### src/rtl/sacs_pkg.sv
// shared constants and types for the converter sequencer
package sacs_pkg;

  // ----------------------------------------------------------------
  // converter geometry and timing
  // ----------------------------------------------------------------
  localparam int RES_W = 12;
  localparam int CLK_HZ = 100_000_000;
  localparam int CLK_PERIOD_NS = 10;
  localparam int CONV_MAX_HZ = 16_000_000;
  localparam int CONV_RATIO = 16;
  localparam int SAMPLE_TICKS = 3;
  // divider value d (floored at DIV_MIN) gives a converter tick every d+1 clocks
  localparam int DIV_MIN = (CLK_HZ + CONV_MAX_HZ - 1) / CONV_MAX_HZ - 1;
  localparam int PWRUP_NS = 10_000;
  localparam int PWRUP_CYC = (PWRUP_NS + CLK_PERIOD_NS - 1) / CLK_PERIOD_NS;

  // ----------------------------------------------------------------
  // widths
  // ----------------------------------------------------------------
  localparam int ADDR_W = 8;
  localparam int DATA_W = 32;
  localparam int DIV_W = 8;
  localparam int WAIT_W = 10;
  localparam int TICK_W = 4;
  localparam int STS_W = 2;
  localparam int SYNC_W = 3;

  // ----------------------------------------------------------------
  // register map
  // ----------------------------------------------------------------
  localparam logic [ADDR_W-1:0] OFF_CTRL = 8'h00;
  localparam logic [ADDR_W-1:0] OFF_DIV = 8'h04;
  localparam logic [ADDR_W-1:0] OFF_STS = 8'h08;
  localparam logic [ADDR_W-1:0] OFF_MASK = 8'h0C;
  localparam logic [ADDR_W-1:0] OFF_RESULT = 8'h10;
  localparam logic [ADDR_W-1:0] OFF_STATE = 8'h14;
  localparam int CTRL_EN_BIT = 0;
  localparam int CTRL_SINGLE_BIT = 1;
  localparam int CTRL_START_BIT = 2;
  localparam int STS_DONE_BIT = 0;
  localparam int STS_OVR_BIT = 1;
  localparam int ST_READY_BIT = 0;
  localparam int ST_BUSY_BIT = 1;
  localparam int ST_EOC_BIT = 2;
  localparam logic [DIV_W-1:0] DIV_RST = 8'h07;

  typedef enum logic [1:0] {
    SACS_IDLE = 2'b00,
    SACS_SAMPLE = 2'b01,
    SACS_BITS = 2'b10,
    SACS_FINISH = 2'b11
  } sacs_core_st_t;

endpackage

### src/rtl/sacs_sar_core.sv
// binary search engine of the successive approximation converter
`timescale 1ns/10ps
module sacs_sar_core
  import sacs_pkg::*;
(
  input wire logic i_clk,
  input wire logic i_rstn,
  input wire logic i_go,
  input wire logic i_step,
  input wire logic i_cmp_hi,
  output logic o_busy,
  output logic o_sample,
  output logic o_done,
  output logic [RES_W-1:0] o_result,
  output logic [RES_W-1:0] o_dac
);

  typedef struct packed {
    sacs_core_st_t st;
    logic [TICK_W-1:0] tick;
    logic [TICK_W-1:0] bitn;
    logic [RES_W-1:0] dac;
    logic [RES_W-1:0] result;
    logic done;
    logic busy;
    logic sample;
  } sacs_core_t;

  localparam logic [TICK_W-1:0] SAMPLE_LAST = TICK_W'(SAMPLE_TICKS - 1);
  localparam logic [TICK_W-1:0] MSB_IDX = TICK_W'(RES_W - 1);
  localparam logic [RES_W-1:0] MSB_TRIAL = {1'b1, {(RES_W-1){1'b0}}};

  sacs_core_t q;
  sacs_core_t d;
  logic [RES_W-1:0] trial;

  // ----------------------------------------------------------------
  // step engine
  // ----------------------------------------------------------------
  always_comb begin
    d = q;
    trial = q.dac;
    d.done = 1'b0;
    case (q.st)
      SACS_IDLE: begin
        if (i_go) begin
          d.st = SACS_SAMPLE;
          d.tick = '0;
          d.dac = '0;
        end
      end
      SACS_SAMPLE: begin
        if (i_step) begin
          if (q.tick == SAMPLE_LAST) begin
            d.st = SACS_BITS;
            d.bitn = MSB_IDX;
            d.dac = MSB_TRIAL;
          end else begin
            d.tick = q.tick + 1'b1;
          end
        end
      end
      SACS_BITS: begin
        if (i_step) begin
          // keep the trial bit only while the input is at or above it
          if (!i_cmp_hi) begin
            trial[q.bitn] = 1'b0;
          end
          if (q.bitn == '0) begin
            d.st = SACS_FINISH;
          end else begin
            d.bitn = q.bitn - 1'b1;
            trial[q.bitn - 1'b1] = 1'b1;
          end
          d.dac = trial;
        end
      end
      SACS_FINISH: begin
        if (i_step) begin
          d.result = q.dac;
          d.done = 1'b1;
          d.st = SACS_IDLE;
        end
      end
      default: begin
        d.st = SACS_IDLE;
      end
    endcase
    d.busy = (d.st != SACS_IDLE);
    d.sample = (d.st == SACS_SAMPLE);
  end

  always_ff @(posedge i_clk) begin
    if (!i_rstn) begin
      q <= '0;
    end else begin
      q <= d;
    end
  end

  assign o_busy = q.busy;
  assign o_sample = q.sample;
  assign o_done = q.done;
  assign o_result = q.result;
  assign o_dac = q.dac;
endmodule // sacs_sar_core

### src/rtl/sacs_sequencer.sv
// conversion sequencer: start control, pacing, power-up wait, result hand-off
//
// Our own choices: the address map and the strobed register port.
`timescale 1ns/10ps

module sacs_sequencer
  import sacs_pkg::*;
(
  input wire logic i_clk,
  input wire logic i_rstn,
  input wire logic [ADDR_W-1:0] i_addr,
  input wire logic [DATA_W-1:0] i_wdata,
  input wire logic i_wr,
  input wire logic i_rd,
  input wire logic i_sof,
  input wire logic i_cmp_hi,
  input wire logic i_wake,
  input wire logic i_dma_rd,
  output logic [DATA_W-1:0] o_rdata,
  output logic o_irq,
  output logic o_eoc,
  output logic [RES_W-1:0] o_result,
  output logic [RES_W-1:0] o_dac,
  output logic o_sample,
  output logic o_ready,
  output logic o_busy
);

  // ----------------------------------------------------------------
  // state
  // ----------------------------------------------------------------
  typedef struct packed {
    logic en;
    logic single;
    logic [DIV_W-1:0] div;
    logic [DIV_W-1:0] cnt;
    logic step;
    logic [WAIT_W-1:0] wcnt;
    logic ready;
    logic pend;
    logic go;
    logic [STS_W-1:0] sts;
    logic [STS_W-1:0] mask;
    logic irq;
    logic eoc;
    logic [RES_W-1:0] res;
    logic [DATA_W-1:0] rdata;
    logic [SYNC_W-1:0] sof_s;
    logic sof_lvl;
    logic [SYNC_W-1:0] cmp_s;
    logic cmp_lvl;
  } sacs_seq_t;

  localparam logic [DIV_W-1:0] DIV_FLOOR = DIV_W'(DIV_MIN);
  localparam logic [WAIT_W-1:0] PWRUP_LAST = WAIT_W'(PWRUP_CYC - 1);
  localparam int SYNC_A = 1;
  localparam int SYNC_B = 2;

  sacs_seq_t q;
  sacs_seq_t d;
  logic core_busy;
  logic core_done;
  logic [RES_W-1:0] core_result;
  logic sof_evt;
  logic rd_res;
  logic can_go;
  logic [DIV_W-1:0] eff_div;

  function automatic logic sacs_hit(input logic [ADDR_W-1:0] a, input logic [ADDR_W-1:0] off);
    sacs_hit = (a == off);
  endfunction

  // ----------------------------------------------------------------
  // next state
  // ----------------------------------------------------------------
  always_comb begin
    d = q;
    d.step = 1'b0;
    d.go = 1'b0;
    sof_evt = 1'b0;
    rd_res = 1'b0;
    can_go = 1'b0;

    // converter tick; the floor keeps the tick at or below the
    // converter's top rate whatever software programs
    eff_div = (q.div < DIV_FLOOR) ? DIV_FLOOR : q.div;
    if (q.cnt >= eff_div) begin
      d.cnt = '0;
      d.step = 1'b1;
    end else begin
      d.cnt = q.cnt + 1'b1;
    end

    // pin synchronisers: a change is taken once the last two stages agree
    d.sof_s = {q.sof_s[SYNC_B-1:0], i_sof};
    d.cmp_s = {q.cmp_s[SYNC_B-1:0], i_cmp_hi};
    if (q.sof_s[SYNC_A] == q.sof_s[SYNC_B]) begin
      d.sof_lvl = q.sof_s[SYNC_B];
    end
    if (q.cmp_s[SYNC_A] == q.cmp_s[SYNC_B]) begin
      d.cmp_lvl = q.cmp_s[SYNC_B];
    end
    // an idle frame-start input simply never raises an event
    sof_evt = q.sof_s[SYNC_A] && q.sof_s[SYNC_B] && !q.sof_lvl;

    // power-up wait, restarted by enable and by wake
    if (!q.en || i_wake) begin
      d.wcnt = '0;
      d.ready = 1'b0;
    end else if (!q.ready) begin
      if (q.wcnt == PWRUP_LAST) begin
        d.ready = 1'b1;
      end else begin
        d.wcnt = q.wcnt + 1'b1;
      end
    end

    // launch: continuous runs on, single waits for a pending start
    can_go = q.en && q.ready && !core_busy && !q.go;
    if (can_go && (!q.single || q.pend)) begin
      d.go = 1'b1;
      d.pend = 1'b0;
    end

    // register writes
    if (i_wr) begin
      if (sacs_hit(i_addr, OFF_CTRL)) begin
        d.en = i_wdata[CTRL_EN_BIT];
        d.single = i_wdata[CTRL_SINGLE_BIT];
        if (i_wdata[CTRL_START_BIT]) begin
          d.pend = 1'b1;
        end
      end
      if (sacs_hit(i_addr, OFF_DIV)) begin
        d.div = i_wdata[DIV_W-1:0];
      end
      if (sacs_hit(i_addr, OFF_MASK)) begin
        d.mask = i_wdata[STS_W-1:0];
      end
      if (sacs_hit(i_addr, OFF_STS)) begin
        d.sts = q.sts & ~i_wdata[STS_W-1:0];
      end
    end

    // frame start counts only in single mode, one conversion each
    if (sof_evt && q.single) begin
      d.pend = 1'b1;
    end
    if (!d.en) begin
      d.pend = 1'b0;
    end

    // result hand-off; a new result in the same cycle wins over the read
    rd_res = (i_rd && sacs_hit(i_addr, OFF_RESULT)) || i_dma_rd;
    if (rd_res) begin
      d.eoc = 1'b0;
    end
    if (core_done) begin
      d.eoc = 1'b1;
      d.res = core_result;
      d.sts[STS_DONE_BIT] = 1'b1;
      if (q.eoc && !rd_res) begin
        // previous result was never taken: flag the loss
        d.sts[STS_OVR_BIT] = 1'b1;
      end
    end

    // interrupt follows the status and mask as they will stand
    d.irq = |(d.sts & d.mask);

    // read data, valid the cycle after the strobe only
    d.rdata = '0;
    if (i_rd) begin
      if (sacs_hit(i_addr, OFF_CTRL)) begin
        d.rdata[CTRL_EN_BIT] = q.en;
        d.rdata[CTRL_SINGLE_BIT] = q.single;
        d.rdata[CTRL_START_BIT] = q.pend;
      end
      if (sacs_hit(i_addr, OFF_DIV)) begin
        d.rdata = DATA_W'(q.div);
      end
      if (sacs_hit(i_addr, OFF_STS)) begin
        d.rdata = DATA_W'(q.sts);
      end
      if (sacs_hit(i_addr, OFF_MASK)) begin
        d.rdata = DATA_W'(q.mask);
      end
      if (sacs_hit(i_addr, OFF_RESULT)) begin
        d.rdata = DATA_W'(q.res);
      end
      if (sacs_hit(i_addr, OFF_STATE)) begin
        d.rdata[ST_READY_BIT] = q.ready;
        d.rdata[ST_BUSY_BIT] = core_busy;
        d.rdata[ST_EOC_BIT] = q.eoc;
      end
    end
  end

  always_ff @(posedge i_clk) begin
    if (!i_rstn) begin
      q <= '0;
      q.div <= DIV_RST;
    end else begin
      q <= d;
    end
  end

  // ----------------------------------------------------------------
  // search engine
  // ----------------------------------------------------------------
  sacs_sar_core u_core (
    .i_clk(i_clk),
    .i_rstn(i_rstn),
    .i_go(q.go),
    .i_step(q.step),
    .i_cmp_hi(q.cmp_lvl),
    .o_busy(core_busy),
    .o_sample(o_sample),
    .o_done(core_done),
    .o_result(core_result),
    .o_dac(o_dac)
  );

  assign o_rdata = q.rdata;
  assign o_irq = q.irq;
  assign o_eoc = q.eoc;
  assign o_result = q.res;
  assign o_ready = q.ready;
  assign o_busy = core_busy;
endmodule // sacs_sequencer

### config.mk
export PLATFORM = sky130hd
export DESIGN_NAME = sacs_sequencer
export DESIGN_NICKNAME = d
export VERILOG_FILES = /design/src/rtl/sacs_pkg.sv /design/src/rtl/sacs_sar_core.sv /design/src/rtl/sacs_sequencer.sv
export SDC_FILE = /design/constraint.sdc
export NUM_CORES = 1
export LEC_CHECK = 0
export BUFFER_PORTS_ARGS = -buffer_cell sky130_fd_sc_hd__buf_2
export CORE_ASPECT_RATIO = 0.6
export CORE_UTILIZATION = 44
export CTS_CLUSTER_SIZE = 10
export DETAILED_ROUTE_END_ITERATION = 10
export PLACE_DENSITY_LB_ADDON = 0.12
export SYNTH_ARGS = -nofsm -noshare
export SYNTH_HDL_FRONTEND = slang
export SYNTH_SLANG_ARGS = --single-unit
### constraint.sdc
create_clock -name i_clk -period 2.4 [get_ports i_clk]
set_clock_uncertainty 0.15 [all_clocks]
set_input_delay 0.12 -clock i_clk [delete_from_list [all_inputs] [get_ports i_clk]]
set_output_delay 0.12 -clock i_clk [all_outputs]
set_load 0.01 [all_outputs]
# Yosys cells after proc, flatten, opt, wreduce, memory -nomap -nowiden
# Index checks and enable logic that the tools add are counted.
[totals]
register_bits = 127
latch_bits = 0
mem_bits_rw = 0
mem_bits_ro = 0
out_inout_bits = 61
elab_cells = 158
n_memories = 0
[classes]
addsub = 4
mul = 0
div = 0
order_cmp = 6
eq_ne = 19
shifts = 0
muxes = 49
bitwise = 10
reduce_logical = 42
[op_table]
columns = ["operator", "count"]
rows = [
  ["$mux W12", 8],
  ["$pmux W12 S3", 1],
  ["$mux W16", 2],
  ["$mux W8", 3],
  ["$mux W22", 1],
  ["$mux W2", 9],
  ["$eq A8 B4 Y1 const B", 2],
  ["$eq A8 B5 Y1 const B", 2],
  ["$pmux W4 S2", 2],
  ["$reduce_and A2 Y1", 7],
  ["$mux W13", 1],
  ["$and A12 B12 Y12", 1],
  ["$mux W1", 12],
  ["$mux W4", 3],
  ["$not A12 Y12", 1],
  ["$or A12 B12 Y12", 1],
  ["$logic_and A1 B1 Y1", 11],
  ["$add A10 B1 Y10 const B", 1],
  ["$eq A10 B10 Y1 const B", 1],
  ["$lt A4 B5 Y1 const B", 2],
  ["$mux W10", 1],
  ["$ne A2 B2 Y1 const B", 5],
  ["$reduce_and A5 Y1", 2],
  ["$add A8 B1 Y8 const B", 1],
  ["other kinds (28)", 50],
]

# Longest topological paths before layout
# Gate-level depths: netlist (run 1).
[logic_depth]
ltp_word = 13
mapped_depth = 10
mapped_depth_nobuf = 10

# Hierarchy
# A second synthesis (run 1) with hierarchy kept.
[hier_totals]
hier_cells = 613
area_unflattened_um2 = 5464.0
[modules_own_cells]
columns = ["mod", "n_inst", "cells_per_inst", "area_per_inst_um2", "seq_area_each_um2"]
rows = [
  ["sacs_sequencer", 1, 346, 3288.2, 1401.3],
  ["sacs_sar_core", 1, 267, 2175.8, 740.7],
]

# Worst setup path after synthesis (run 1)
# Ideal clock, no wire load.
[synth_path]
kind = "register to register"
startpoint = "reg q[82] (netlist name)"
endpoint = "reg q[73] (netlist name)"
arrival_ns = 2.152
required_ns = 2.190
path_slack_ns = 0.038
path_stages_with_launch = 11
n_path_buf = 0
period_less_slack_ns = 2.362
cell_sequence = "dfxtp_1 -> nand2_1 -> nand3_1 -> nor4_1 -> nor2b_1 -> ha_1 -> nand2b_1 -> a21o_1 -> a211o_1 -> a221oi_1 -> and3_1"
[synth_via]
elab_chain_len = 4
[synth_lines]
columns = ["item", "line", "rtl"]
rows = [
  ["from (decl)", "sacs_sequencer.sv:59", "sacs_seq_t q;"],
  ["$lt A8 B3 Y1", "sacs_sequencer.sv:86", "eff_div = (q.div < DIV_FLOOR) ? DIV_FLOOR : q.div;"],
  ["$mux W8 (*)", "sacs_sequencer.sv:86", ""],
  ["$ge A8 B8 Y1 (*)", "sacs_sequencer.sv:87", "if (q.cnt >= eff_div) begin"],
  ["$reduce_or A2 Y1 (no line) (*)", "-", ""],
]
# Mark *: on every way between the ends. The rest lies on a longest branch, timed or not.
# A chain may end at the register's enable or synchronous reset.

# Worst setup path after layout (run 1)
[layout_path]
startpoint = "reg q[81] (netlist name)"
endpoint = "reg q[73] (netlist name)"
# The elaborated chain is that of the path after synthesis.

==> run_summary.xml, run 1 <==
<?xml version="1.0" encoding="UTF-8"?>
<metrics>
  <group name="yosys">
    <metric name="combinational_family_with_the_most_area_after_synthesis" unit="">simple AND/OR/NAND/NOR gates</metric>
    <metric name="synthTopCellsByCount" unit="">sky130_fd_sc_hd__dfxtp_1, sky130_fd_sc_hd__nor2_1, sky130_fd_sc_hd__nand2_1</metric>
    <metric name="yosys_warnings" unit="">0</metric>
    <metric name="asyncSetResetFlopFracSynth" unit="%">0</metric>
    <metric name="number_of_enable_type_register_cells_in_the_synthesized_netlist" unit="">0</metric>
    <metric name="post_synth_xor_xnor_area" unit="%">2.48</metric>
    <metric name="synth_top_flop_cell" unit="">sky130_fd_sc_hd__dfxtp_1</metric>
    <metric name="syn_avg_cell_area" unit="µm²">8.75</metric>
    <metric name="synthSimpleGateAreaFrac" unit="%">21.5</metric>
    <metric name="share_of_the_synthesized_area_in_compound_gates_ao_oa_aoi_oai" unit="%">13.3</metric>
    <metric name="synth_seq_area_share" unit="%">40.5</metric>
    <metric name="synthAdderAreaFrac" unit="%">5.68</metric>
    <metric name="syn_inst" unit="">605</metric>
    <metric name="synth_top_area_share" unit="%">40.5</metric>
    <metric name="yosys_register_bits" unit="">107</metric>
    <metric name="mappedNetlistArea" unit="µm²">5290</metric>
    <metric name="synthMostInstantiatedCell" unit="">sky130_fd_sc_hd__dfxtp_1</metric>
    <metric name="synth_mux_area_share" unit="%">5.30</metric>
    <metric name="netlist_top_cells_area" unit="">sky130_fd_sc_hd__dfxtp_1, sky130_fd_sc_hd__buf_4, sky130_fd_sc_hd__ha_1, sky130_fd_sc_hd__mux2i_1, sky130_fd_sc_hd__nor2_1</metric>
    <metric name="synth.largest_area_cell" unit="">sky130_fd_sc_hd__dfxtp_1</metric>
    <metric name="netlist-cell-type-count" unit="">59</metric>
  </group>
  <group name="drt">
    <metric name="detail_route.vias_per_cell" unit="">5.20</metric>
    <metric name="vias" unit="">4286</metric>
    <metric name="drt_pre_antenna_iters" unit="">5</metric>
    <metric name="drt_drc_violations_left" unit="">0</metric>
    <metric name="route.final.wire_length" unit="µm">12200</metric>
    <metric name="drt-initial-drc-count" unit="">384</metric>
    <metric name="antenna_violating_nets_left" unit="">0</metric>
    <metric name="routed_wire_length_per_instance" unit="µm">14.8</metric>
  </group>
  <group name="setup_path">
    <metric name="critical-path-slowest-cell" unit="">sky130_fd_sc_hd__dfxtp_2</metric>
    <metric name="setup.worst_path.end_class" unit="">register</metric>
    <metric name="critical_path_required" unit="ps">2540</metric>
    <metric name="ff2ff_path_depth" unit="">10</metric>
    <metric name="timing_worst_setup_path_type" unit="">reg2reg</metric>
    <metric name="worst_setup_path_start_kind" unit="">register</metric>
    <metric name="max_stage_delay" unit="ps">320</metric>
    <metric name="cp_cell_sequence" unit="">nand2_2 -&gt; nand3_4 -&gt; nor4_4 -&gt; nor2b_1 -&gt; ha_1 -&gt; nand2b_4 -&gt; a21o_1 -&gt; a211o_1 -&gt; a221oi_2 -&gt; and3_1</metric>
    <metric name="top_fanout_value_on_the_critical_path" unit="">2</metric>
    <metric name="cp.arrival" unit="ps">2490</metric>
  </group>
  <group name="global_route">
    <metric name="combined_global_route_utilization_of_all_metal_layers" unit="%">20.5</metric>
    <metric name="via_count_of_the_first_global_routing_pass" unit="">3822</metric>
    <metric name="grt-ovfl-total" unit="">0</metric>
    <metric name="grt_start_max_net_pins" unit="">35</metric>
    <metric name="grt_antenna_before_repair" unit="">0</metric>
    <metric name="grt_pass1_wl" unit="µm">19700</metric>
  </group>
  <group name="floorplanning">
    <metric name="effective_utilization_at_floorplan" unit="%">46.1</metric>
    <metric name="top_level_ports" unit="">109</metric>
    <metric name="die_extent_in_y" unit="µm">86.9</metric>
    <metric name="die_w" unit="µm">144</metric>
    <metric name="fp-row-count" unit="">30</metric>
    <metric name="floorplan.core_area" unit="µm²">11500</metric>
    <metric name="fp.dieArea" unit="µm²">12500</metric>
  </group>
  <group name="final_layout">
    <metric name="seqCellArea" unit="µm²">2140</metric>
    <metric name="instances_no_fill" unit="">824</metric>
    <metric name="final_layout_size_suffix_gt1_share" unit="%">19.6</metric>
    <metric name="antenna_cell_count" unit="">0</metric>
    <metric name="fin_util" unit="%">53.0</metric>
    <metric name="area_growth_syn_to_layout" unit="%">15.0</metric>
    <metric name="multi_input_comb_area" unit="µm²">2680</metric>
    <metric name="num-nets-final" unit="">732</metric>
    <metric name="final.fill_count" unit="">1112</metric>
  </group>
  <group name="clock_network">
    <metric name="cts_tree" unit="">done</metric>
    <metric name="cts_buffers" unit="">9</metric>
    <metric name="clk_pin_slew_worst_paths" unit="ps">70</metric>
    <metric name="cts_root_buf" unit="">sky130_fd_sc_hd__clkbuf_16</metric>
    <metric name="clk-insertion-delay-late" unit="ps">340</metric>
    <metric name="post_cts_setup_driven_buffer_insertion_count" unit="">0</metric>
    <metric name="cts-htree-levels" unit="">3</metric>
    <metric name="clock_path_buffers" unit="">2</metric>
    <metric name="cts_sinks" unit="">107</metric>
  </group>
  <group name="pwr">
    <metric name="power_per_cell_area" unit="nW/µm²">572</metric>
    <metric name="report.power.total" unit="mW">3.48</metric>
    <metric name="vdd.ir_drop.worst" unit="V">0.000320</metric>
    <metric name="power.static_leakage" unit="nW">2.57</metric>
  </group>
  <group name="worst_hold_path">
    <metric name="hold_depth" unit="">5</metric>
    <metric name="min-delay-path-class" unit="">in2reg</metric>
  </group>
  <group name="place">
    <metric name="hpwlAfterDp" unit="µm">9240</metric>
    <metric name="gpl.final_weighted_congestion" unit="">0.881</metric>
    <metric name="dp.cells" unit="">795</metric>
    <metric name="port_buffers" unit="">64</metric>
  </group>
  <group name="sta">
    <metric name="max_clock_freq" unit="GHz">0.425</metric>
    <metric name="number_of_hold_slack_violations_in_the_final_timing_report" unit="">0</metric>
    <metric name="drv_slew" unit="">0</metric>
    <metric name="timing.slew.headroom" unit="%">55.8</metric>
    <metric name="setup_violations" unit="">0</metric>
    <metric name="worst-slew-pin-transition" unit="ps">662</metric>
    <metric name="grt_setup_unrepaired" unit="">true</metric>
    <metric name="period_share" unit="%">98.1</metric>
    <metric name="final_period_minus_worst_setup_slack" unit="ps">2350</metric>
  </group>
  <group name="status">
    <metric name="outcome" unit="">finished clean</metric>
  </group>
  <group name="run">
    <metric name="number_of_maximum_capacitance_violations" unit="">0</metric>
  </group>
</metrics>
[per-layer routing]
layer  routed length (µm)  vias to the layer above  track usage (%)
met1                 6440                     2000             31.4
li1                     -                     2115                -
met2                 4730                      159             27.8
met4                   91                        0             5.42
met5                    0                        -                0
met3                  960                       12             5.17
[state kept, by name (all words and copies together), names as in the netlist]
signal	cells
q	39
o_rdata	12
o_result	12
u_core.o_dac	12
u_core.o_result	12
u_core.q	10
d	4
o_eoc	1
o_irq	1
o_ready	1
u_core.o_busy	1
u_core.o_done	1
u_core.o_sample	1
[where the power goes]
part / leakage (nW) / internal (mW) / switching [mW]
combinational: 1.55 / 0.0614 / 0.0879
clock: 0.155 / 0.891 / 0.644
sequential: 0.863 / 1.78 / 0.0109
total: 2.57 / 2.74 / 0.742
[worst paths after layout]
path                            from                  to  slack [ps]
setup / recovery  q[81]$_SDFFE_PN1P_    q[73]$_SDFF_PP0_          50
hold / removal              i_dma_rd  o_eoc$_SDFFE_PN0P_          30
setup reg to reg  q[81]$_SDFFE_PN1P_    q[73]$_SDFF_PP0_          50
hold reg to reg      d[6]$_SDFF_PN0_     d[7]$_SDFF_PN0_         290
[stage by stage]
| stage | setup slack, ps | hold WS, ps | setup TNS (ps) | instance area [µm²] |
|---|---|---|---|---|
| after floorplan | 38.3 | 95.1 | 0 | 5360 |
| after global routing | -79.6 | 56.5 | -196 | 6080 |
| after global placement | -41.3 | 184 | -41.3 | 5580 |
| after detailed placement | -103 | 184 | -149 | 5580 |
| final | 45.2 | 29.3 | 0 | 6080 |
| after CTS | 15.9 | 29.2 | 0 | 6040 |
[cell type report]
type / count / share of cell area [%]
Multi-Input combinational cell: 416 / 44.0
Sequential cell: 107 / 35.2
Timing Repair Buffer: 104 / 11.0
Clock buffer: 12 / 4.38
Tap cell: 160 / 3.29
Inverter: 22 / 1.36
Clock inverter: 3 / 0.720
[timing repair]
| action | in CTS | in global routing |
|---|---|---|
| hold endpoints to repair | 15 | 0 |
| resized for setup | 2 | 10 |
| endpoints found under the setup margin | 2 | 13 |
| pin swaps | 0 | 6 |
| hold buffers | 14 | 0 |
[layout by cell type, fill, tap and decap left out, drive strengths merged, types with 17 or more instances in the layout]
cell type,n
ha,24
nor2,68
buf,90
nand3,17
a21oi,26
conb,20
mux2i,28
inv,23
nand2,59
o21ai,26
dfxtp,107
[logic make-up (layout without fill, tap and decap cells)]
family | Yosys count | after routing
other cells | 1 | 20
simple gates | 227 | 227
compound gates | 102 | 102
fa+ha+maj | 24 | 24
xor+xnor | 15 | 15
flops | 107 | 107
mux | 28 | 28
buf+inv | 101 | 141
[worst max-delay path, delay by kind of cell (launching register included)]
| family | cells | cell delay [ps] |
|---|---|---|
| adders and majority gates | 1 | 270 |
| DFF | 1 | 320 |
| and+or+nand+nor | 6 | 830 |
| AOI/OAI and AO/OA | 3 | 730 |
No activity file was read; power rests on OpenSTA's default activity.
==> run 2, diff against run 1 <==
--- a/config.mk
+++ b/config.mk
@@ -13,4 +13,5 @@
 export PLACE_DENSITY_LB_ADDON = 0.12
 export SYNTH_ARGS = -nofsm -noshare
 export SYNTH_HDL_FRONTEND = slang
+export SYNTH_HIERARCHICAL = 1
 export SYNTH_SLANG_ARGS = --single-unit
==> run_summary.xml, run 2 <==
<?xml version="1.0" encoding="UTF-8"?>
<metrics>
  <group name="yosys">
    <metric name="synth.largest_area_cell" unit="">sky130_fd_sc_hd__dfxtp_1</metric>
    <metric name="mappedNetlistArea" unit="µm²">5460</metric>
    <metric name="synth_seq_area_share" unit="%">39.2</metric>
    <metric name="syn_avg_cell_area" unit="µm²">8.91</metric>
    <metric name="synthMostInstantiatedCell" unit="">sky130_fd_sc_hd__dfxtp_1</metric>
    <metric name="netlist-cell-type-count" unit="">71</metric>
    <metric name="netlist_top_cells_area" unit="">sky130_fd_sc_hd__dfxtp_1, sky130_fd_sc_hd__buf_4, sky130_fd_sc_hd__mux2i_1, sky130_fd_sc_hd__ha_1, sky130_fd_sc_hd__nor2_1</metric>
    <metric name="synth_top_area_share" unit="%">39.2</metric>
    <metric name="yosys_warnings" unit="">6</metric>
    <metric name="syn_inst" unit="">613</metric>
    <metric name="number_of_enable_type_register_cells_in_the_synthesized_netlist" unit="">0</metric>
    <metric name="asyncSetResetFlopFracSynth" unit="%">0</metric>
    <metric name="yosys_register_bits" unit="">107</metric>
    <metric name="synthTopCellsByCount" unit="">sky130_fd_sc_hd__dfxtp_1, sky130_fd_sc_hd__buf_4, sky130_fd_sc_hd__nor2_1</metric>
    <metric name="synth_top_flop_cell" unit="">sky130_fd_sc_hd__dfxtp_1</metric>
  </group>
  <group name="floorplanning">
    <metric name="effective_utilization_at_floorplan" unit="%">45.3</metric>
    <metric name="floorplan.core_area" unit="µm²">12100</metric>
    <metric name="die_w" unit="µm">146</metric>
    <metric name="fp.dieArea" unit="µm²">12900</metric>
    <metric name="fp-row-count" unit="">31</metric>
    <metric name="top_level_ports" unit="">109</metric>
    <metric name="die_extent_in_y" unit="µm">88.3</metric>
  </group>
  <group name="pwr">
    <metric name="report.power.total" unit="mW">3.43</metric>
    <metric name="power_per_cell_area" unit="nW/µm²">568</metric>
    <metric name="power.static_leakage" unit="nW">2.50</metric>
    <metric name="vdd.ir_drop.worst" unit="V">0.000323</metric>
  </group>
  <group name="setup_path">
    <metric name="top_fanout_value_on_the_critical_path" unit="">2</metric>
    <metric name="ff2ff_path_depth" unit="">11</metric>
    <metric name="max_stage_delay" unit="ps">330</metric>
    <metric name="crit-reg2reg-launch" unit="">q[82]$_SDFFE_PN1P_</metric>
    <metric name="cp.arrival" unit="ps">2520</metric>
    <metric name="critical_path_required" unit="ps">2540</metric>
    <metric name="worst_setup_path_start_kind" unit="">register</metric>
    <metric name="timing_worst_setup_path_type" unit="">reg2reg</metric>
    <metric name="critical_path.reg2reg.endpoint" unit="">q[73]$_SDFF_PP0_</metric>
    <metric name="setup.worst_path.end_class" unit="">register</metric>
    <metric name="cp_cell_sequence" unit="">nand2_2 -&gt; nand3_4 -&gt; nor4_4 -&gt; buf_4 -&gt; nor2b_2 -&gt; ha_1 -&gt; nand2b_4 -&gt; a21o_1 -&gt; a211o_1 -&gt; a221oi_2 -&gt; and3_1</metric>
    <metric name="critical-path-slowest-cell" unit="">sky130_fd_sc_hd__dfxtp_2</metric>
    <metric name="regToRegSetupSlack" unit="ps">20</metric>
  </group>
  <group name="global_route">
    <metric name="grt_pass1_wl" unit="µm">20900</metric>
    <metric name="grt-ovfl-total" unit="">0</metric>
    <metric name="grt_start_max_net_pins" unit="">30</metric>
    <metric name="combined_global_route_utilization_of_all_metal_layers" unit="%">20.8</metric>
    <metric name="via_count_of_the_first_global_routing_pass" unit="">3951</metric>
    <metric name="grt_antenna_before_repair" unit="">1</metric>
  </group>
  <group name="sta">
    <metric name="final_period_minus_worst_setup_slack" unit="ps">2380</metric>
    <metric name="number_of_hold_slack_violations_in_the_final_timing_report" unit="">0</metric>
    <metric name="setup_violations" unit="">0</metric>
    <metric name="max_clock_freq" unit="GHz">0.420</metric>
    <metric name="drv_slew" unit="">0</metric>
    <metric name="worst-slew-pin-transition" unit="ps">522</metric>
    <metric name="timing.slew.headroom" unit="%">65.1</metric>
    <metric name="grt_setup_unrepaired" unit="">true</metric>
    <metric name="period_share" unit="%">99.3</metric>
  </group>
  <group name="worst_hold_path">
    <metric name="hold_depth" unit="">3</metric>
    <metric name="min-delay-path-class" unit="">in2reg</metric>
    <metric name="hold_end" unit="">o_rdata[0]$_SDFF_PN0_</metric>
    <metric name="min-delay-start" unit="">i_rd</metric>
  </group>
  <group name="place">
    <metric name="port_buffers" unit="">64</metric>
    <metric name="gpl.final_weighted_congestion" unit="">0.883</metric>
    <metric name="dp.cells" unit="">791</metric>
    <metric name="hpwlAfterDp" unit="µm">9800</metric>
  </group>
  <group name="final_layout">
    <metric name="area_growth_syn_to_layout" unit="%">10.8</metric>
    <metric name="antenna_cell_count" unit="">0</metric>
    <metric name="layout.cells.most_common_list" unit="">sky130_fd_sc_hd__dfxtp_1, sky130_fd_sc_hd__buf_2, sky130_fd_sc_hd__nor2_1, sky130_fd_sc_hd__nand2_1, sky130_fd_sc_hd__a21oi_1</metric>
    <metric name="max_reg_flops" unit="">39</metric>
    <metric name="regMostFlops" unit="">q</metric>
    <metric name="layout_commonest_cell" unit="">sky130_fd_sc_hd__dfxtp_1</metric>
    <metric name="final_layout_size_suffix_gt1_share" unit="%">20.2</metric>
    <metric name="instances_no_fill" unit="">819</metric>
    <metric name="num-nets-final" unit="">718</metric>
  </group>
  <group name="clock_network">
    <metric name="cts_sinks" unit="">107</metric>
    <metric name="cts-htree-levels" unit="">3</metric>
    <metric name="cts_buffers" unit="">9</metric>
    <metric name="clock_path_buffers" unit="">2</metric>
    <metric name="cts_tree" unit="">done</metric>
    <metric name="clk_pin_slew_worst_paths" unit="ps">70</metric>
    <metric name="cts_root_buf" unit="">sky130_fd_sc_hd__clkbuf_16</metric>
    <metric name="clk-insertion-delay-late" unit="ps">340</metric>
  </group>
  <group name="status">
    <metric name="outcome" unit="">finished clean</metric>
  </group>
  <group name="drt">
    <metric name="detail_route.vias_per_cell" unit="">5.36</metric>
    <metric name="drt-initial-drc-count" unit="">307</metric>
    <metric name="routed_wire_length_per_instance" unit="µm">15.9</metric>
    <metric name="vias" unit="">4387</metric>
    <metric name="drt_drc_violations_left" unit="">0</metric>
    <metric name="route.final.wire_length" unit="µm">13000</metric>
    <metric name="drt_pre_antenna_iters" unit="">5</metric>
    <metric name="antenna_violating_nets_left" unit="">0</metric>
  </group>
  <group name="run">
    <metric name="number_of_maximum_capacitance_violations" unit="">0</metric>
  </group>
</metrics>
run 2: cell families after synthesis:
group | after synthesis | synth area share (%)
buffers and inverters | 114 | 13.1
other | 1 | 0.0686
multiplexers | 29 | 5.61
XOR/XNOR | 12 | 1.92
AO/OA/AOI/OAI | 112 | 14.4
adder cells (fa/ha/maj) | 21 | 4.81
AND/OR/NAND/NOR | 217 | 20.9
flip-flops | 107 | 39.2
run 2: power breakdown:
part           internal [mW]  switching, mW  total (mW)
sequential              1.79         0.0153        1.80
combinational         0.0815          0.130       0.211
clock                  0.741          0.677        1.42
run 2: worst max path at each step:
stage	slack, ps	depth (start not counted)	end	startpoint
2_1_floorplan	80	10	q[73]$_SDFF_PP0_	q[82]$_SDFFE_PN1P_
3_3_place_gp	9	11	q[73]$_SDFF_PP0_	q[87]$_SDFFE_PN0P_
3_5_place_dp	-40	11	q[73]$_SDFF_PP0_	q[87]$_SDFFE_PN0P_
4_1_cts	20	11	q[73]$_SDFF_PP0_	q[87]$_SDFFE_PN0P_
5_1_grt	-110	11	q[73]$_SDFF_PP0_	q[87]$_SDFFE_PN0P_
6_report	20	11	q[73]$_SDFF_PP0_	q[82]$_SDFFE_PN1P_
run 2: metrics by stage:
| stage | TNS, ps | util (%) | hold slack (ps) | setup WS (ps) | instance area [µm²] |
|---|---|---|---|---|---|
| after floorplan | 0 | - | 91.2 | 79.3 | 5540 |
| after global placement | 0 | 46.4 | 182 | 9.09 | 5590 |
| after detailed placement | -37.3 | 46.4 | 184 | -37.3 | 5590 |
| after CTS | 0 | 49.8 | 2.09 | 16.5 | 6010 |
| after global routing | -155 | 50.2 | 15.8 | -106 | 6050 |
| final | 0 | 50.2 | 12.4 | 17.4 | 6050 |
run 2: area by class of cell:
cell class,instances,area [µm²]
clock buffers,10,239
clock inverters,6,48.8
fillers,1155,6010
inverters,22,82.6
multi-input cells,411,2730
flip-flops and latches,107,2140
well taps,165,206
repair buffers,98,603
run 2: timing repair:
action	in CTS	in global routing
endpoints found under the hold margin	15	0
setup buffers	1	0
endpoints found under the setup margin	4	9
gates resized for setup	1	13
pin swaps	1	2
hold buffers	11	0
run 2: per-layer routing:
metal,wire (µm),global-route usage [%],vias up
li1,-,-,2138
met2,4890,27.8,176
met3,952,5.77,10
met4,81,4.59,2
met1,7050,32.0,2061
met5,13,0,-
run 2: worst max-delay path: cells and delay by family, from the launching register on:
kind                       cells  cell delay [ps]
AOI/OAI and AO/OA              3              760
adders and majority gates      1              270
DFF                            1              330
buffers and inverters          1              150
and+or+nand+nor                6              670
==> run 3, diff against run 2 <==
--- a/config.mk
+++ b/config.mk
@@ -5,11 +5,12 @@
 export SDC_FILE = /design/constraint.sdc
 export NUM_CORES = 1
 export LEC_CHECK = 0
-export BUFFER_PORTS_ARGS = -buffer_cell sky130_fd_sc_hd__buf_2
+export CAP_MARGIN = 20
 export CORE_ASPECT_RATIO = 0.6
 export CORE_UTILIZATION = 44
 export CTS_CLUSTER_SIZE = 10
 export DETAILED_ROUTE_END_ITERATION = 10
+export DONT_BUFFER_PORTS = 1
 export PLACE_DENSITY_LB_ADDON = 0.12
 export SYNTH_ARGS = -nofsm -noshare
 export SYNTH_HDL_FRONTEND = slang
==> run_summary.xml, run 3 (synthesis results as in run 2) <==
<?xml version="1.0" encoding="UTF-8"?>
<metrics>
  <group name="worst_hold_path">
    <metric name="min-delay-path-class" unit="">in2reg</metric>
    <metric name="hold_depth" unit="">4</metric>
    <metric name="min-delay-start" unit="">i_addr[0]</metric>
    <metric name="hold_end" unit="">o_rdata[0]$_SDFF_PN0_</metric>
  </group>
  <group name="clock_network">
    <metric name="clk_pin_slew_worst_paths" unit="ps">70</metric>
    <metric name="cts_sinks" unit="">107</metric>
    <metric name="cts_buffers" unit="">9</metric>
    <metric name="cts-htree-levels" unit="">3</metric>
    <metric name="cts_tree" unit="">done</metric>
    <metric name="clk-insertion-delay-late" unit="ps">350</metric>
    <metric name="cts_root_buf" unit="">sky130_fd_sc_hd__clkbuf_16</metric>
    <metric name="clock_path_buffers" unit="">2</metric>
  </group>
  <group name="sta">
    <metric name="setup_violations" unit="">0</metric>
    <metric name="worst-slew-pin-transition" unit="ps">560</metric>
    <metric name="grt_setup_unrepaired" unit="">true</metric>
    <metric name="final_period_minus_worst_setup_slack" unit="ps">2350</metric>
    <metric name="drv_slew" unit="">0</metric>
    <metric name="number_of_hold_slack_violations_in_the_final_timing_report" unit="">0</metric>
    <metric name="period_share" unit="%">97.8</metric>
    <metric name="holdWs" unit="ps">18.9</metric>
    <metric name="timing.slew.headroom" unit="%">62.5</metric>
    <metric name="totalNegativeSetupSlack" unit="ps">0</metric>
    <metric name="max_clock_freq" unit="GHz">0.426</metric>
  </group>
  <group name="final_layout">
    <metric name="fin_util" unit="%">49.1</metric>
    <metric name="num-nets-final" unit="">671</metric>
    <metric name="seqCellArea" unit="µm²">2150</metric>
    <metric name="antenna_cell_count" unit="">0</metric>
    <metric name="max_reg_flops" unit="">39</metric>
    <metric name="regMostFlops" unit="">q</metric>
    <metric name="final.fill_count" unit="">1155</metric>
    <metric name="layout_commonest_cell" unit="">sky130_fd_sc_hd__dfxtp_1</metric>
    <metric name="layout.cells.most_common_list" unit="">sky130_fd_sc_hd__dfxtp_1, sky130_fd_sc_hd__nor2_1, sky130_fd_sc_hd__nand2_1, sky130_fd_sc_hd__a21oi_1</metric>
    <metric name="area_growth_syn_to_layout" unit="%">8.36</metric>
    <metric name="final_layout_size_suffix_gt1_share" unit="%">11.0</metric>
    <metric name="finish.instance_area" unit="µm²">5920</metric>
    <metric name="instances_no_fill" unit="">772</metric>
    <metric name="multi_input_comb_area" unit="µm²">2710</metric>
  </group>
  <group name="setup_path">
    <metric name="ff2ff_path_depth" unit="">10</metric>
    <metric name="setup.worst_path.end_class" unit="">register</metric>
    <metric name="critical_path_buf_inv_count" unit="">0</metric>
    <metric name="timing_worst_setup_path_type" unit="">reg2reg</metric>
    <metric name="regToRegSetupSlack" unit="ps">50</metric>
    <metric name="family_of_cells_with_the_greatest_summed_delay_on_the_critical_path" unit="">simple AND/OR/NAND/NOR gates</metric>
    <metric name="cp.arrival" unit="ps">2490</metric>
    <metric name="critical-path-slowest-cell" unit="">sky130_fd_sc_hd__dfxtp_2</metric>
    <metric name="max_stage_delay" unit="ps">320</metric>
    <metric name="worst_setup_path_start_kind" unit="">register</metric>
    <metric name="cp_cell_sequence" unit="">nand2_2 -&gt; nand3_2 -&gt; nor4_4 -&gt; nor2b_1 -&gt; ha_1 -&gt; nand2b_4 -&gt; a21o_1 -&gt; a211o_1 -&gt; a221oi_2 -&gt; and3_1</metric>
    <metric name="critical_path.reg2reg.endpoint" unit="">q[73]$_SDFF_PP0_</metric>
    <metric name="critical_path_required" unit="ps">2540</metric>
    <metric name="top_fanout_value_on_the_critical_path" unit="">2</metric>
    <metric name="crit-reg2reg-launch" unit="">q[82]$_SDFFE_PN1P_</metric>
  </group>
  <group name="place">
    <metric name="port_buffers" unit="">0</metric>
    <metric name="hpwlAfterDp" unit="µm">9740</metric>
    <metric name="dp.cells" unit="">725</metric>
    <metric name="postPlaceCellArea" unit="µm²">5260</metric>
    <metric name="gpl.final_weighted_congestion" unit="">0.914</metric>
  </group>
  <group name="drt">
    <metric name="drt_drc_violations_left" unit="">0</metric>
    <metric name="detail_route.vias_per_cell" unit="">5.45</metric>
    <metric name="antenna_violating_nets_left" unit="">0</metric>
    <metric name="route.final.wire_length" unit="µm">13300</metric>
    <metric name="vias" unit="">4208</metric>
    <metric name="routed_wire_length_per_instance" unit="µm">17.2</metric>
    <metric name="drt_pre_antenna_iters" unit="">5</metric>
    <metric name="drt-initial-drc-count" unit="">344</metric>
  </group>
  <group name="global_route">
    <metric name="via_count_of_the_first_global_routing_pass" unit="">3736</metric>
    <metric name="grt_pass1_wl" unit="µm">20900</metric>
    <metric name="grt_antenna_before_repair" unit="">0</metric>
    <metric name="combined_global_route_utilization_of_all_metal_layers" unit="%">21.2</metric>
    <metric name="grt_start_max_net_pins" unit="">33</metric>
    <metric name="grt-ovfl-total" unit="">0</metric>
  </group>
  <group name="status">
    <metric name="outcome" unit="">finished clean</metric>
  </group>
  <group name="floorplanning">
    <metric name="die_extent_in_y" unit="µm">88.3</metric>
    <metric name="fp.dieArea" unit="µm²">12900</metric>
    <metric name="floorplan.core_area" unit="µm²">12100</metric>
    <metric name="top_level_ports" unit="">109</metric>
    <metric name="effective_utilization_at_floorplan" unit="%">45.3</metric>
    <metric name="fp-row-count" unit="">31</metric>
    <metric name="die_w" unit="µm">146</metric>
  </group>
  <group name="run">
    <metric name="number_of_maximum_capacitance_violations" unit="">0</metric>
  </group>
  <group name="pwr">
    <metric name="power.static_leakage" unit="nW">2.27</metric>
    <metric name="power_per_cell_area" unit="nW/µm²">598</metric>
    <metric name="vdd.ir_drop.worst" unit="V">0.000329</metric>
  </group>
</metrics>
## run 3: cell types whose count changed in the layout (fill, tap and decap cells not counted), sizes merged
cell	change
inv	+1
buf	-64
dlygate4sd3	+17
clkinvlp	-2
bufinv	+1
## run 3: metal layers
| metal | up-vias | share of wire, % | global-route usage (%) | routed length (µm) |
|---|---|---|---|---|
| met5 | - | 0 | 0 | 0 |
| met3 | 8 | 7.2 | 6.24 | 959 |
| met4 | 0 | 0.68 | 5.17 | 91 |
| met1 | 1995 | 55 | 33.3 | 7340 |
| met2 | 149 | 37 | 26.8 | 4920 |
| li1 | 2056 | - | - | - |
## run 3: repair_timing
action	CTS	global route
pin swaps	0	5
hold buffers	29	0
endpoints found under the hold margin	57	0
setup buffers	0	2
gates resized for setup	1	10
endpoints found under the setup margin	9	9
## run 3: worst max-delay path by stage
stage	depth (start not counted)	endpoint	from
after floorplan	10	q[73]$_SDFF_PP0_	q[82]$_SDFFE_PN1P_
after global placement	10	q[73]$_SDFF_PP0_	q[82]$_SDFFE_PN1P_
after detailed placement	10	q[73]$_SDFF_PP0_	q[82]$_SDFFE_PN1P_
after CTS	10	q[73]$_SDFF_PP0_	q[82]$_SDFFE_PN1P_
after global routing	10	q[73]$_SDFF_PP0_	q[86]$_SDFFE_PN0P_
final	10	q[73]$_SDFF_PP0_	q[82]$_SDFFE_PN1P_
## run 3: worst reg2reg max path, stage by stage (launching register included)
cell	delay (ps)
sky130_fd_sc_hd__dfxtp_2	320
sky130_fd_sc_hd__nand2_2	80
sky130_fd_sc_hd__nand3_2	80
sky130_fd_sc_hd__nor4_4	260
sky130_fd_sc_hd__nor2b_1	80
sky130_fd_sc_hd__ha_1	270
sky130_fd_sc_hd__nand2b_4	130
sky130_fd_sc_hd__a21o_1	180
sky130_fd_sc_hd__a211o_1	280
sky130_fd_sc_hd__a221oi_2	280
sky130_fd_sc_hd__and3_1	190
## run 3: layout make-up
class	count	share of cell area (%)
multi-input combinational	411	45.7
sequential	107	36.3
timing repair buffer	51	7.86
clock buffer	10	4.04
tap	165	3.49
inverter	22	1.39
clock inverter	6	1.23
## run 3: where the power goes
part           total, mW  internal, mW  leakage [nW]  switching, mW
Combinational      0.187        0.0764          1.25          0.111
Sequential          1.81          1.79         0.863         0.0209
Clock               1.55         0.851         0.155          0.694
Total               3.54          2.72          2.27          0.826
## run 3: stage by stage
step / worst slack (ps) / power (mW)
floorplan: 79.3 / 1.99
global placement: -35.3 / 1.98
detailed placement: -72.8 / 1.98
CTS: 1.61 / 3.58
global route: -88.4 / 3.67
finish: 52.9 / 3.54
